$ cat src/inc/efd_pkg.sv
package efd_pkg;
  localparam int NUM_TAGS = 16;
  localparam int CTR_W = 7;
  localparam logic [6:0] CTR_MAX = 7'h7F;
  localparam logic [6:0] CTR_ZERO = 7'h00;
  // mode packet layout
  localparam logic [7:0] PKT_ID = 8'h03;
  localparam int PKT_ID_MSB = 31;
  localparam int PKT_ID_LSB = 24;
  localparam int PKT_FRAG_DEC_BIT = 23;
  localparam int PKT_FORCE_BIT = 22;
  localparam int PKT_TAG_MSB = 15;
  // register byte offsets
  localparam logic [7:0] OFS_MODE_PKT = 8'h00;
  localparam logic [7:0] OFS_STATUS = 8'h04;
  localparam logic [7:0] OFS_TAG_EN = 8'h08;
  localparam logic [7:0] OFS_TAG_CTR = 8'h40;
  localparam logic [7:0] OFS_TAG_CTR_END = 8'h7C;
  // status register fields
  localparam int ST_MODE_BIT = 0;
  localparam int ST_FORCE_BIT = 1;
  localparam int ST_FRAG_LSB = 8;
  // values after reset
  localparam logic [15:0] RST_TAG_DEC = 16'h0000;
  localparam logic [31:0] RST_RDATA = 32'h00000000;
endpackage

$ cat src/inc/sat_ctr_if.sv
interface sat_ctr_if;
  logic inc;
  logic dec;
  logic clear;
  logic [6:0] value;
  modport counter (input inc, input dec, input clear, output value);
  modport ctrl (output inc, output dec, output clear, input value);
endinterface

$ cat src/hw/sat_counter.sv
module sat_counter (
  input wire logic clk,
  input wire logic reset,
  input wire logic clk_en,
  sat_ctr_if.counter bus
);
  typedef struct packed {
    logic [6:0] count;
  } ctr_state_t;

  ctr_state_t state_reg;
  ctr_state_t state_next;

  always_comb begin
    state_next = state_reg;
    if (bus.clear) begin
      state_next.count = efd_pkg::CTR_ZERO;
    end else if (bus.inc && !bus.dec) begin
      if (state_reg.count != efd_pkg::CTR_MAX) begin
        state_next.count = state_reg.count + 7'h01;
      end
    end else if (bus.dec && !bus.inc) begin
      if (state_reg.count != efd_pkg::CTR_ZERO) begin
        state_next.count = state_reg.count - 7'h01;
      end
    end
  end

  always_ff @(posedge clk) begin
    if (reset) begin
      state_reg <= '0;
    end else if (clk_en) begin
      state_reg <= state_next;
    end
  end

  assign bus.value = state_reg.count;

  ////////////////////////////////////////////////////////////////////////////
  sat_high_a: assert property (@(posedge clk) disable iff (reset)
    (clk_en && !bus.clear && bus.inc && !bus.dec && bus.value == 7'h7F)
      |=> bus.value == 7'h7F)
    else $error("counter wrapped above its top");
  sat_low_a: assert property (@(posedge clk) disable iff (reset)
    (clk_en && !bus.clear && bus.dec && !bus.inc && bus.value == 7'h00)
      |=> bus.value == 7'h00)
    else $error("counter wrapped below zero");
  inc_step_a: assert property (@(posedge clk) disable iff (reset)
    (clk_en && !bus.clear && bus.inc && !bus.dec && bus.value != 7'h7F)
      |=> bus.value == $past(bus.value) + 7'h01)
    else $error("increment did not add one");
  dec_step_a: assert property (@(posedge clk) disable iff (reset)
    (clk_en && !bus.clear && bus.dec && !bus.inc && bus.value != 7'h00)
      |=> bus.value == $past(bus.value) - 7'h01)
    else $error("decrement did not take one");
  ctr_hold_a: assert property (@(posedge clk) disable iff (reset)
    (!clk_en || (!bus.clear && bus.inc == bus.dec)) |=> $stable(bus.value))
    else $error("counter moved without cause");
  ctr_clear_a: assert property (@(posedge clk) disable iff (reset)
    (clk_en && bus.clear) |=> bus.value == 7'h00)
    else $error("counter not cleared");
endmodule

$ cat src/hw/every_frame_decode_control.sv
// Notes on behaviour
// - in every-frame mode each frame is decoded, programmed or not.
// - in every-frame mode a frame-end status report goes out each frame.
// - host force bit puts the device into every-frame mode regardless.
// - one fragment counter plus sixteen tag enable counters.
// - tag assignment vector bumps the matching tag counter.
// - fragmentable message vector bumps the fragment counter.
// - mode stays on until all counters are zero and force is clear.
// - with force clear, mode follows only the counters.
// - only vectors increment, only host mode packets decrement.
// - counters saturate at 127 and at 0.
// - counters clear on reset and when the decoder is off.
// - fragment-decrement bit lowers the fragment counter by one.
// - each set tag-decrement bit lowers its tag counter by one.
// - a tag is disabled once its counter reaches zero.
// - mode packet: id 03, byte 2 bits 7 and 6, bytes 1-0 tag bits.
// - held decrement and force bits read zero after reset.
//
// The implementer's own choices: the register offsets and the Avalon-MM interface to the registers.
module every_frame_decode_control (
  input wire logic clk,
  input wire logic reset,
  input wire logic clk_en,
  input wire logic decoder_on,
  input wire logic tag_assign_valid,
  input wire logic [3:0] tag_assign_index,
  input wire logic frag_vector_valid,
  input wire logic frame_start,
  input wire logic programmed_frame,
  input wire logic frame_end,
  input wire logic [7:0] avs_address,
  input wire logic avs_read,
  input wire logic avs_write,
  input wire logic [31:0] avs_writedata,
  input wire logic [3:0] avs_byteenable,
  output logic [31:0] avs_readdata,
  output logic avs_waitrequest,
  output logic every_frame_decode_mode,
  output logic decode_frame,
  output logic status_valid,
  output logic status_eof,
  output logic [15:0] tag_enabled
);
  typedef struct packed {
    logic busy;
    logic [31:0] rdata;
    logic frag_count_decrement;
    logic forced_wide_decode;
    logic [15:0] tag_count_decrement;
    logic mode;
    logic decode;
    logic stat_valid;
    logic stat_eof;
    logic [15:0] tag_en;
  } ctl_state_t;

  ctl_state_t state_reg;
  ctl_state_t state_next;

  ////////////////////////////////////////////////////////////////////////////
  // counters: index 0..15 tags, index 16 fragments
  sat_ctr_if ctr_bus [efd_pkg::NUM_TAGS+1] ();
  logic [6:0] ctr_val [efd_pkg::NUM_TAGS+1];
  logic pkt_accept;
  logic pkt_ok;
  logic any_busy;

  assign pkt_ok = avs_writedata[efd_pkg::PKT_ID_MSB:efd_pkg::PKT_ID_LSB] == efd_pkg::PKT_ID
    && avs_byteenable == 4'hF;
  assign pkt_accept = avs_write && !state_reg.busy
    && avs_address == efd_pkg::OFS_MODE_PKT && pkt_ok;

  genvar gi;
  generate
    for (gi = 0; gi < efd_pkg::NUM_TAGS; gi++) begin : g_tag
      assign ctr_bus[gi].inc = tag_assign_valid && tag_assign_index == 4'(gi);
      assign ctr_bus[gi].dec = pkt_accept && avs_writedata[gi];
      assign ctr_bus[gi].clear = !decoder_on;
    end
    for (gi = 0; gi <= efd_pkg::NUM_TAGS; gi++) begin : g_ctr
      assign ctr_val[gi] = ctr_bus[gi].value;
      sat_counter u_ctr (
        .clk(clk),
        .reset(reset),
        .clk_en(clk_en),
        .bus(ctr_bus[gi])
      );
    end
  endgenerate

  assign ctr_bus[efd_pkg::NUM_TAGS].inc = frag_vector_valid;
  assign ctr_bus[efd_pkg::NUM_TAGS].dec = pkt_accept
    && avs_writedata[efd_pkg::PKT_FRAG_DEC_BIT];
  assign ctr_bus[efd_pkg::NUM_TAGS].clear = !decoder_on;

  ////////////////////////////////////////////////////////////////////////////
  always_comb begin
    logic [15:0] en_now;
    logic [3:0] idx;
    en_now = '0;
    idx = '0;
    any_busy = 1'b0;
    for (int i = 0; i < efd_pkg::NUM_TAGS; i++) begin
      en_now[i] = ctr_val[i] != efd_pkg::CTR_ZERO;
    end
    any_busy = (|en_now) || ctr_val[efd_pkg::NUM_TAGS] != efd_pkg::CTR_ZERO;
    state_next = state_reg;
    state_next.tag_en = en_now;
    state_next.mode = state_reg.forced_wide_decode || any_busy;
    state_next.decode = frame_start && (programmed_frame || state_reg.mode);
    state_next.stat_valid = frame_end && state_reg.mode;
    state_next.stat_eof = frame_end && state_reg.mode;
    // bus slave: one wait cycle, then a one-cycle acknowledge
    state_next.busy = !((avs_read || avs_write) && state_reg.busy);
    if (avs_read && state_reg.busy) begin
      state_next.rdata = efd_pkg::RST_RDATA;
      if (avs_address == efd_pkg::OFS_MODE_PKT) begin
        state_next.rdata[efd_pkg::PKT_ID_MSB:efd_pkg::PKT_ID_LSB] = efd_pkg::PKT_ID;
        state_next.rdata[efd_pkg::PKT_FRAG_DEC_BIT] = state_reg.frag_count_decrement;
        state_next.rdata[efd_pkg::PKT_FORCE_BIT] = state_reg.forced_wide_decode;
        state_next.rdata[efd_pkg::PKT_TAG_MSB:0] = state_reg.tag_count_decrement;
      end else if (avs_address == efd_pkg::OFS_STATUS) begin
        state_next.rdata[efd_pkg::ST_MODE_BIT] = state_reg.mode;
        state_next.rdata[efd_pkg::ST_FORCE_BIT] = state_reg.forced_wide_decode;
        state_next.rdata[efd_pkg::ST_FRAG_LSB +: 7] = ctr_val[efd_pkg::NUM_TAGS];
      end else if (avs_address == efd_pkg::OFS_TAG_EN) begin
        state_next.rdata[efd_pkg::PKT_TAG_MSB:0] = state_reg.tag_en;
      end else if (avs_address >= efd_pkg::OFS_TAG_CTR
                   && avs_address <= efd_pkg::OFS_TAG_CTR_END
                   && avs_address[1:0] == 2'b00) begin
        idx = avs_address[5:2];
        state_next.rdata[6:0] = ctr_val[idx];
      end
    end
    if (pkt_accept) begin
      state_next.frag_count_decrement = avs_writedata[efd_pkg::PKT_FRAG_DEC_BIT];
      state_next.forced_wide_decode = avs_writedata[efd_pkg::PKT_FORCE_BIT];
      state_next.tag_count_decrement = avs_writedata[efd_pkg::PKT_TAG_MSB:0];
    end
  end

  always_ff @(posedge clk) begin
    if (reset) begin
      state_reg <= '0;
      state_reg.busy <= 1'b1;
      state_reg.rdata <= efd_pkg::RST_RDATA;
      state_reg.tag_count_decrement <= efd_pkg::RST_TAG_DEC;
    end else if (clk_en) begin
      state_reg <= state_next;
    end
  end

  assign avs_readdata = state_reg.rdata;
  assign avs_waitrequest = state_reg.busy;
  assign every_frame_decode_mode = state_reg.mode;
  assign decode_frame = state_reg.decode;
  assign status_valid = state_reg.stat_valid;
  assign status_eof = state_reg.stat_eof;
  assign tag_enabled = state_reg.tag_en;

  ////////////////////////////////////////////////////////////////////////////
  mode_force_a: assert property (@(posedge clk) disable iff (reset)
    (clk_en && state_reg.forced_wide_decode) |=> every_frame_decode_mode)
    else $error("force bit did not hold the mode on");
  mode_idle_a: assert property (@(posedge clk) disable iff (reset)
    (clk_en && !state_reg.forced_wide_decode && !any_busy) |=> !every_frame_decode_mode)
    else $error("mode stayed on with nothing pending");
  mode_busy_a: assert property (@(posedge clk) disable iff (reset)
    (clk_en && any_busy) |=> every_frame_decode_mode)
    else $error("mode off while counters pending");
  frame_decode_a: assert property (@(posedge clk) disable iff (reset)
    (clk_en && frame_start && every_frame_decode_mode) |=> decode_frame)
    else $error("frame skipped in every-frame mode");
  eof_report_a: assert property (@(posedge clk) disable iff (reset)
    (clk_en && frame_end && every_frame_decode_mode) |=> (status_valid && status_eof))
    else $error("no frame-end report in every-frame mode");
  tag_disable_a: assert property (@(posedge clk) disable iff (reset)
    (clk_en && ctr_val[0] == 7'h00) |=> !tag_enabled[0])
    else $error("tag still enabled at zero");
  bus_ack_a: assert property (@(posedge clk) disable iff (reset)
    (clk_en && avs_waitrequest && (avs_read || avs_write)) |=> !avs_waitrequest)
    else $error("no acknowledge after one wait cycle");
  pkt_hold_a: assert property (@(posedge clk) disable iff (reset)
    (clk_en && !pkt_accept) |=> $stable(state_reg.forced_wide_decode))
    else $error("force bit changed without a packet");
endmodule

$ cat config.mk
export PLATFORM = sky130hd
export DESIGN_NAME = every_frame_decode_control
export DESIGN_NICKNAME = d
export VERILOG_FILES = /design/src/inc/efd_pkg.sv /design/src/inc/sat_ctr_if.sv /design/src/hw/sat_counter.sv /design/src/hw/every_frame_decode_control.sv
export SDC_FILE = /design/constraint.sdc
export NUM_CORES = 1
export LEC_CHECK = 0
export ABC_AREA = 1
export BUFFER_PORTS_ARGS = -buffer_cell sky130_fd_sc_hd__clkbuf_2
export CORE_MARGIN = 2
export CORE_UTILIZATION = 62
export DETAILED_ROUTE_END_ITERATION = 7
export GPL_TIMING_DRIVEN = 1
export PLACE_DENSITY = 0.82
export SYNTH_ARGS = -nofsm -noshare
export SYNTH_HDL_FRONTEND = slang
export SYNTH_SLANG_ARGS = --single-unit
$ cat constraint.sdc
create_clock -name clk -period 3.4 [get_ports clk]
set_input_delay 0.68 -clock clk [delete_from_list [all_inputs] [get_ports clk]]
set_output_delay 0.68 -clock clk [all_outputs]
set_load 0.01 [all_outputs]
* Word-level counts from Yosys, hierarchy flattened
Index checks and enable logic that the tools add are counted.
** Storage, ports and cells
- Bits in registers :: 183
- Output and inout bits :: 53
** Operators by class
- Add/sub/neg operators :: 34
- Magnitude comparators :: 3
- Equality and inequality tests :: 87
- Muxes and demuxes :: 97
- Bitwise logic cells :: 1
- Reduce and logical (&&, ||, !) cells :: 157
** Operators by type and width (count)
- 2-to-1 mux 7 bit :: 90
- adder 7 x 1 -> 7 bit, second input constant :: 17
- != test 7 bit, second input constant :: 17
- nonzero test 7 bit :: 17
- subtractor 7 x 1 -> 7 bit, second input constant :: 17
- != test 3 x 1 -> 1 bit, second input constant :: 34
- logical AND 1 bit :: 77
- AND reduction 4 bit :: 17
- != test 3 bit, second input constant :: 17
- equality test 4 bit, second input constant :: 9
- logical NOT 1 bit :: 36
- binary-select mux 7 bit (select 5 bit) :: 1
- equality test 4 x 3 -> 1 bit, second input constant :: 4
- 2-to-1 mux 16 bit :: 1
- OR reduction 16 bit :: 1
- 2-to-1 mux 9 bit :: 1
- equality test 4 x 2 -> 1 bit, second input constant :: 2
- equality test 8 x 2 -> 1 bit, second input constant :: 1
- equality test 8 x 3 -> 1 bit, second input constant :: 1
- equality test 8 x 4 -> 1 bit, second input constant :: 1
- >= comparator 8 x 7 -> 1 bit, second input constant :: 1
- <= comparator 8 x 7 -> 1 bit, second input constant :: 1
- logical NOT 8 bit :: 1
- >= comparator 5 x 6 -> 1 bit, second input constant :: 1
- 10 further kinds :: 14

* Logic depth before layout (Yosys ltp)
- Word-level depth :: 9
- Mapped depth :: 21
- Depth with buffers taken out :: 20

* Hierarchy
A second synthesis with hierarchy kept.
** Unflattened totals
- Cell total of the unflattened synthesis :: 2541
- Area, all modules :: 15715.1 sq um
** Modules (own cells, without submodules)
- sat_counter :: times used 17, cells an instance 100, area an instance 645.6 sq um, seq. area each 140.1 sq um
- every_frame_decode_control :: times used 1, cells an instance 841, area an instance 4739.5 sq um, seq. area each 1141.1 sq um

* Worst setup path before layout
OpenSTA, ideal clock, no wires.
- Path kind :: input to register
- From :: input avs_address[5]
- To :: register g_ctr[12].u_ctr.state_reg (netlist bit g_ctr[12].u_ctr.bus.value[6])
- Arrival :: 2.783 ns
- Data required time :: 3.266 ns
- Path slack :: 0.483 ns
- Stages on the path :: 19
- Buffers on the path :: 3
- Cell sequence :: buf_4 nor2_4 nand2_2 nor2_4 buf_6 buf_12 nand3_2 nand2_1 inv_1 fa_1 inv_1 nand4_1 nand3_1 nand2_1 nand2_1 xor2_1 nor2_1 nand2_1 a21oi_1
** Between the ends
- Word-level cells in the longest chain between the ends :: 8
- Elaborated cells between the ends (all ways) :: 13
** Ends and longest elaborated chain
- from (decl) :: RTL line every_frame_decode_control.sv:31 : input wire logic [7:0] avs_address,
- logical NOT 8 bit * :: RTL line every_frame_decode_control.sv:71 : && avs_address == efd_pkg::OFS_MODE_PKT && pkt_ok;
- logical AND 1 bit * (2 in a row) :: RTL line every_frame_decode_control.sv:71
- logical AND 1 bit * :: RTL line every_frame_decode_control.sv:77 : assign ctr_bus[gi].dec = pkt_accept && avs_writedata[gi];
- logical NOT 1 bit :: RTL line sat_counter.sv:18 : end else if (bus.inc && !bus.dec) begin
- logical AND 1 bit :: RTL line sat_counter.sv:18
- != test 3 bit (no line), or another cell as far along
- AND reduction 4 bit (no line) / 2-to-1 mux 7 bit (equally long branches)
- to (signal assigned) :: RTL line sat_counter.sv:33 : state_reg <= state_next;
- to (decl) :: RTL line sat_counter.sv:11 : ctr_state_t state_reg;
Every way passes the cells marked *; elsewhere a longest branch is shown, timed or not.
A chain may end at the register's enable or synchronous reset.

* Final worst setup path
- From :: input avs_address[1]
- To :: register g_ctr[11].u_ctr.state_reg (netlist bit g_ctr[11].u_ctr.bus.value[6])
** Between the ends
- Word-level cells in the longest chain between the ends :: 8
- Elaborated cells between the ends (all ways) :: 13
** Ends and longest elaborated chain (RTL line)
- logical NOT 8 bit * :: every_frame_decode_control.sv:71
- logical AND 1 bit * (2 in a row) :: every_frame_decode_control.sv:71
- logical AND 1 bit * :: every_frame_decode_control.sv:77
- logical NOT 1 bit :: sat_counter.sv:18
- logical AND 1 bit :: sat_counter.sv:18
- != test 3 bit (no line), or another cell as far along
- AND reduction 4 bit (no line) / 2-to-1 mux 7 bit (equally long branches)
- to (signal assigned) :: sat_counter.sv:33
- to (decl) :: sat_counter.sv:11
Marked as above.

==> impl_metrics.csv <==
group,metric,value,unit
run_status,run_status,"complete, no violations",
logic_synthesis,synth_area_leaders,"sky130_fd_sc_hd__dfxtp_1 24%, sky130_fd_sc_hd__nand2_1 12%, sky130_fd_sc_hd__ha_1 8.9%",
pwr,internal_power_of_the_cells,3.93,mW
worst_setup_path,cpMostUsedCell,"sky130_fd_sc_hd__nand2_1",
run,maxCapViolations,0,
sta,timing.setup.tns,0,ns
hold_path,min-delay-path-class,"in2reg",
clocking,cts-resized-gates,0,
die,chipWidth,156,µm
grt,grtUsageTotal,0.357,
detailed_routing,drt-total-wl,43.9,mm
layout,largest_reg_flops,119,
detailed_routing,vias_per_cell,5.91,
grt,grt_start_max_net_pins,82,
sta,worst_slew_pin_slew,0.980,ns
logic_synthesis,synth_seq_cells,176,
detailed_routing,detail_route.iter0.violations,1603,
worst_setup_path,critical_path.slowest_cell,"sky130_fd_sc_hd__fa_1",
clocking,worstSkewPairLatency,0.46,ns
clocking,cts-buffers-inserted,17,
detailed_routing,number_of_remaining_drc_errors,0,
logic_synthesis,netlist-cell-type-count,50,
logic_synthesis,synthArstFlopShare,0,
detailed_routing,num_vias,15300,
placement,place_congestion,1.00,
die,dieHeight,156,µm
clocking,cts-htree-levels,4,
worst_setup_path,cells_along_the_critical_path,"clkbuf_2 -> nor2_1 -> buf_4 -> nand2_2 -> nor2_4 -> buf_4 -> nand3_1 -> nand2_2 -> inv_1 -> fa_1 -> inv_1 -> nand4_1 -> nand3_1 -> nand2_1 -> nand2_1 -> nand2_1 -> nand2_1 -> nor2_1 -> nand2_1 -> a21oi_1",
logic_synthesis,synthFlopType,"sky130_fd_sc_hd__dfxtp_1",
layout,areaGrowthSynthToFinish,8.58,%
layout,number_of_inserted_diodes,0,
pwr,comb_power_share,0.303,
placement,placedInstanceArea,0.0150,mm²
clocking,tritoncts,"done",
detailed_routing,ant_nets,0,
layout,fin_nets,2473,
logic_synthesis,number_of_enable_flip_flop_cells_after_synthesis,0,
sta,setup_viol,0,
logic_synthesis,mappedNetlistArea,0.0144,mm²
layout,drive_gt1_frac,0.122,
pwr,vdd_drop_max,0.000322,V
clocking,clock-sinks,176,
die,die-area,0.0245,mm²
clocking,clock-root-buffer,"sky130_fd_sc_hd__clkbuf_16",
clocking,cts.clk_slew.worst_paths,0.09,ns
worst_setup_path,kind_of_cell_with_the_highest_combined_delay_on_the_critical_path,"simple AND/OR/NAND/NOR gates",
pwr,post-layout-total-power,6.43,mW
pwr,clock_power_share,0.329,
worst_setup_path,crit_required,3.70,ns
sta,max_clock_freq,342,MHz
pwr,p_seq_frac,0.368,
sta,finalCritPeriodShare,0.860,
layout,final_area,0.0157,mm²
grt,grt-ovfl-total,0,
detailed_routing,wl_per_cell,16.9,µm
grt,grt_antenna_before_repair,1,
logic_synthesis,avgSynthCellArea,6.44,µm²
die,design.portCount,112,
logic_synthesis,ys_seq_area_frac,0.244,
die,design.core.area,0.0227,mm²
worst_setup_path,reg2reg_slack,0.64,ns
worst_setup_path,timing.critical_path.arrival,3.22,ns
sta,report.final.slew_viol_count,0,
detailed_routing,drt-pass1-iter-count,6,
layout,layout.cells.non_filler,2593,
die,starting_density_of_the_core,0.635,
worst_setup_path,worstSetupStartpointType,"input port",
clocking,cts-root-to-sink-buffers,2,
placement,placement.io_buffers,93,
sta,unrepaired_setup_endpoints_after_global_routing,"no",
worst_setup_path,crit_path_max_fanout,8,
grt,first_global_vias,13900,
logic_synthesis,synthDominantCellAreaShare,0.244,
sta,maxSlewHeadroom,0.347,
die,rows,55,
pwr,swShare,0.389,
worst_setup_path,critPathKind,"in2reg",
worst_setup_path,cp-end-kind,"register",
clocking,postCtsHoldBufs,0,
worst_setup_path,timing.critical_path.buf_inv,5,
layout,finish.utilization,0.689,
layout,fillerInstances,2009,
placement,detailedPlacementHpwl,32.5,mm
grt,wire_length_of_the_first_global_routing_pass,69.8,mm
logic_synthesis,largest_area_contributor_in_the_netlist,"sky130_fd_sc_hd__dfxtp_1",
pwr,power.switching,2.50,mW
logic_synthesis,synth.yosys.warnings,0,
placement,place.detailed.instances,2561,
sta,final_hold_viol_count,0,
pwr,cellLeakagePower,7.36,nW
clocking,cts_setup_buffers,0,
logic_synthesis,synthCells,2239,
sta,period_minus_slack,2.92,ns
sta,fin_worst_skew,0.0122,ns
worst_setup_path,cpPeakStageDelay,0.40,ns
pwr,cellPowerDensity,410,mW/mm²
-- per-stage QoR --
stage               hold slack [ns]  worst slack [ns]
finish                        0.459             0.477
global route                  0.466             0.290
CTS                           0.455             0.540
detailed placement            0.455             0.127
global placement              0.448             0.195
floorplan                     0.441             0.483
-- power groups by stage --
stage	clock network (mW)	registers [mW]	logic (mW)
floorplan	0	2.35	1.47
global placement	0	2.41	1.83
detailed placement	0	2.41	1.89
CTS	2.11	2.36	1.91
global route	2.20	2.38	2.19
finish	2.11	2.37	1.95
-- final timing paths --
path / start / endpoint / cells after the start
hold reg to reg: state_reg[37] / avs_readdata[23] / 2
setup reg to reg: avs_waitrequest / g_ctr[9].u_ctr.bus.value[6] / 17
setup / recovery: avs_address[1] / g_ctr[11].u_ctr.bus.value[6] / 20
hold / removal: avs_writedata[22] / state_reg[36] / 3
-- cell type report --
| type | count | area (µm²) | area share |
|---|---|---|---|
| Multi-Input combinational cell | 1697 | 9240 | 0.590 |
| Sequential cell | 176 | 3520 | 0.225 |
| Inverter | 257 | 965 | 0.0616 |
| Timing Repair Buffer | 146 | 938 | 0.0599 |
| Clock buffer | 17 | 425 | 0.0272 |
| Tap cell | 285 | 357 | 0.0228 |
| Clock inverter | 15 | 205 | 0.0131 |
-- synthesized netlist by cell type (6+ instances only) --
cell / instances
sky130_fd_sc_hd__nand3b_1: 7
sky130_fd_sc_hd__clkbuf_1: 43
sky130_fd_sc_hd__or2_2: 11
sky130_fd_sc_hd__nor2_1: 303
sky130_fd_sc_hd__ha_1: 102
sky130_fd_sc_hd__a22o_1: 6
sky130_fd_sc_hd__nor3_1: 60
sky130_fd_sc_hd__buf_6: 6
sky130_fd_sc_hd__nand2_4: 9
sky130_fd_sc_hd__nor2_2: 8
sky130_fd_sc_hd__buf_2: 12
sky130_fd_sc_hd__buf_4: 54
sky130_fd_sc_hd__nand2_1: 476
sky130_fd_sc_hd__nand4_1: 66
sky130_fd_sc_hd__o2111ai_1: 7
sky130_fd_sc_hd__o21ai_0: 81
sky130_fd_sc_hd__dfxtp_1: 176
sky130_fd_sc_hd__nor2_4: 6
sky130_fd_sc_hd__nand3_1: 163
sky130_fd_sc_hd__xnor2_1: 7
sky130_fd_sc_hd__nor3b_1: 9
sky130_fd_sc_hd__o211ai_1: 12
sky130_fd_sc_hd__inv_1: 236
sky130_fd_sc_hd__a22oi_1: 12
sky130_fd_sc_hd__fa_1: 17
sky130_fd_sc_hd__a31oi_1: 16
sky130_fd_sc_hd__a21oi_1: 190
sky130_fd_sc_hd__nand2_2: 33
sky130_fd_sc_hd__inv_2: 19
sky130_fd_sc_hd__a21o_1: 7
sky130_fd_sc_hd__nor4_1: 18
sky130_fd_sc_hd__xor2_1: 23
-- per-layer routing --
| metal | vias to the layer above | track usage | wire [µm] |
|---|---|---|---|
| met5 | - | 0 | 10 |
| met4 | 2 | 0.155 | 1860 |
| met3 | 133 | 0.0659 | 4390 |
| met2 | 761 | 0.592 | 19900 |
| met1 | 6954 | 0.455 | 17700 |
| li1 | 7465 | - | - |
-- tightest hold or removal path, stage by stage --
cell,delay [ns]
sky130_fd_sc_hd__clkbuf_2,0.08
sky130_fd_sc_hd__nor3_1,0.04
sky130_fd_sc_hd__nor2_1,0.08
-- logic make-up after synthesis --
family	share of synthesized area
adder cells (fa/ha/maj)	0.112
XOR/XNOR	0.0182
AO/OA/AOI/OAI	0.140
AND/OR/NAND/NOR	0.367
flip-flops	0.244
buffers and inverters	0.118
other	0.000260
-- layout by cell type (no fill, tap or decap), types with 7 or more instances in the layout --
cell type / Yosys / layout
sky130_fd_sc_hd__nand2_4: 9 / 9
sky130_fd_sc_hd__xor2_1: 23 / 23
sky130_fd_sc_hd__o211ai_1: 12 / 12
sky130_fd_sc_hd__xnor2_1: 7 / 7
sky130_fd_sc_hd__buf_4: 54 / 47
sky130_fd_sc_hd__fa_1: 17 / 17
sky130_fd_sc_hd__clkbuf_2: 0 / 92
sky130_fd_sc_hd__nor4_1: 18 / 18
sky130_fd_sc_hd__o2111ai_1: 7 / 7
sky130_fd_sc_hd__dfxtp_1: 176 / 176
sky130_fd_sc_hd__ha_1: 102 / 102
sky130_fd_sc_hd__nor2_1: 303 / 303
sky130_fd_sc_hd__or2_2: 11 / 11
sky130_fd_sc_hd__nand3_1: 163 / 163
sky130_fd_sc_hd__nor3_1: 60 / 60
sky130_fd_sc_hd__conb_1: 1 / 12
sky130_fd_sc_hd__a21o_1: 7 / 7
sky130_fd_sc_hd__nand3b_1: 7 / 7
sky130_fd_sc_hd__nand2_2: 33 / 33
sky130_fd_sc_hd__o21ai_0: 81 / 81
sky130_fd_sc_hd__nor3b_1: 9 / 9
sky130_fd_sc_hd__inv_2: 19 / 21
sky130_fd_sc_hd__clkbuf_16: 0 / 17
sky130_fd_sc_hd__a31oi_1: 16 / 16
sky130_fd_sc_hd__nand4_1: 66 / 66
sky130_fd_sc_hd__inv_1: 236 / 235
sky130_fd_sc_hd__a22oi_1: 12 / 12
sky130_fd_sc_hd__nor2_2: 8 / 8
sky130_fd_sc_hd__nand2_1: 476 / 476
sky130_fd_sc_hd__a21oi_1: 190 / 190
Power figures use the tool's default switching activity.
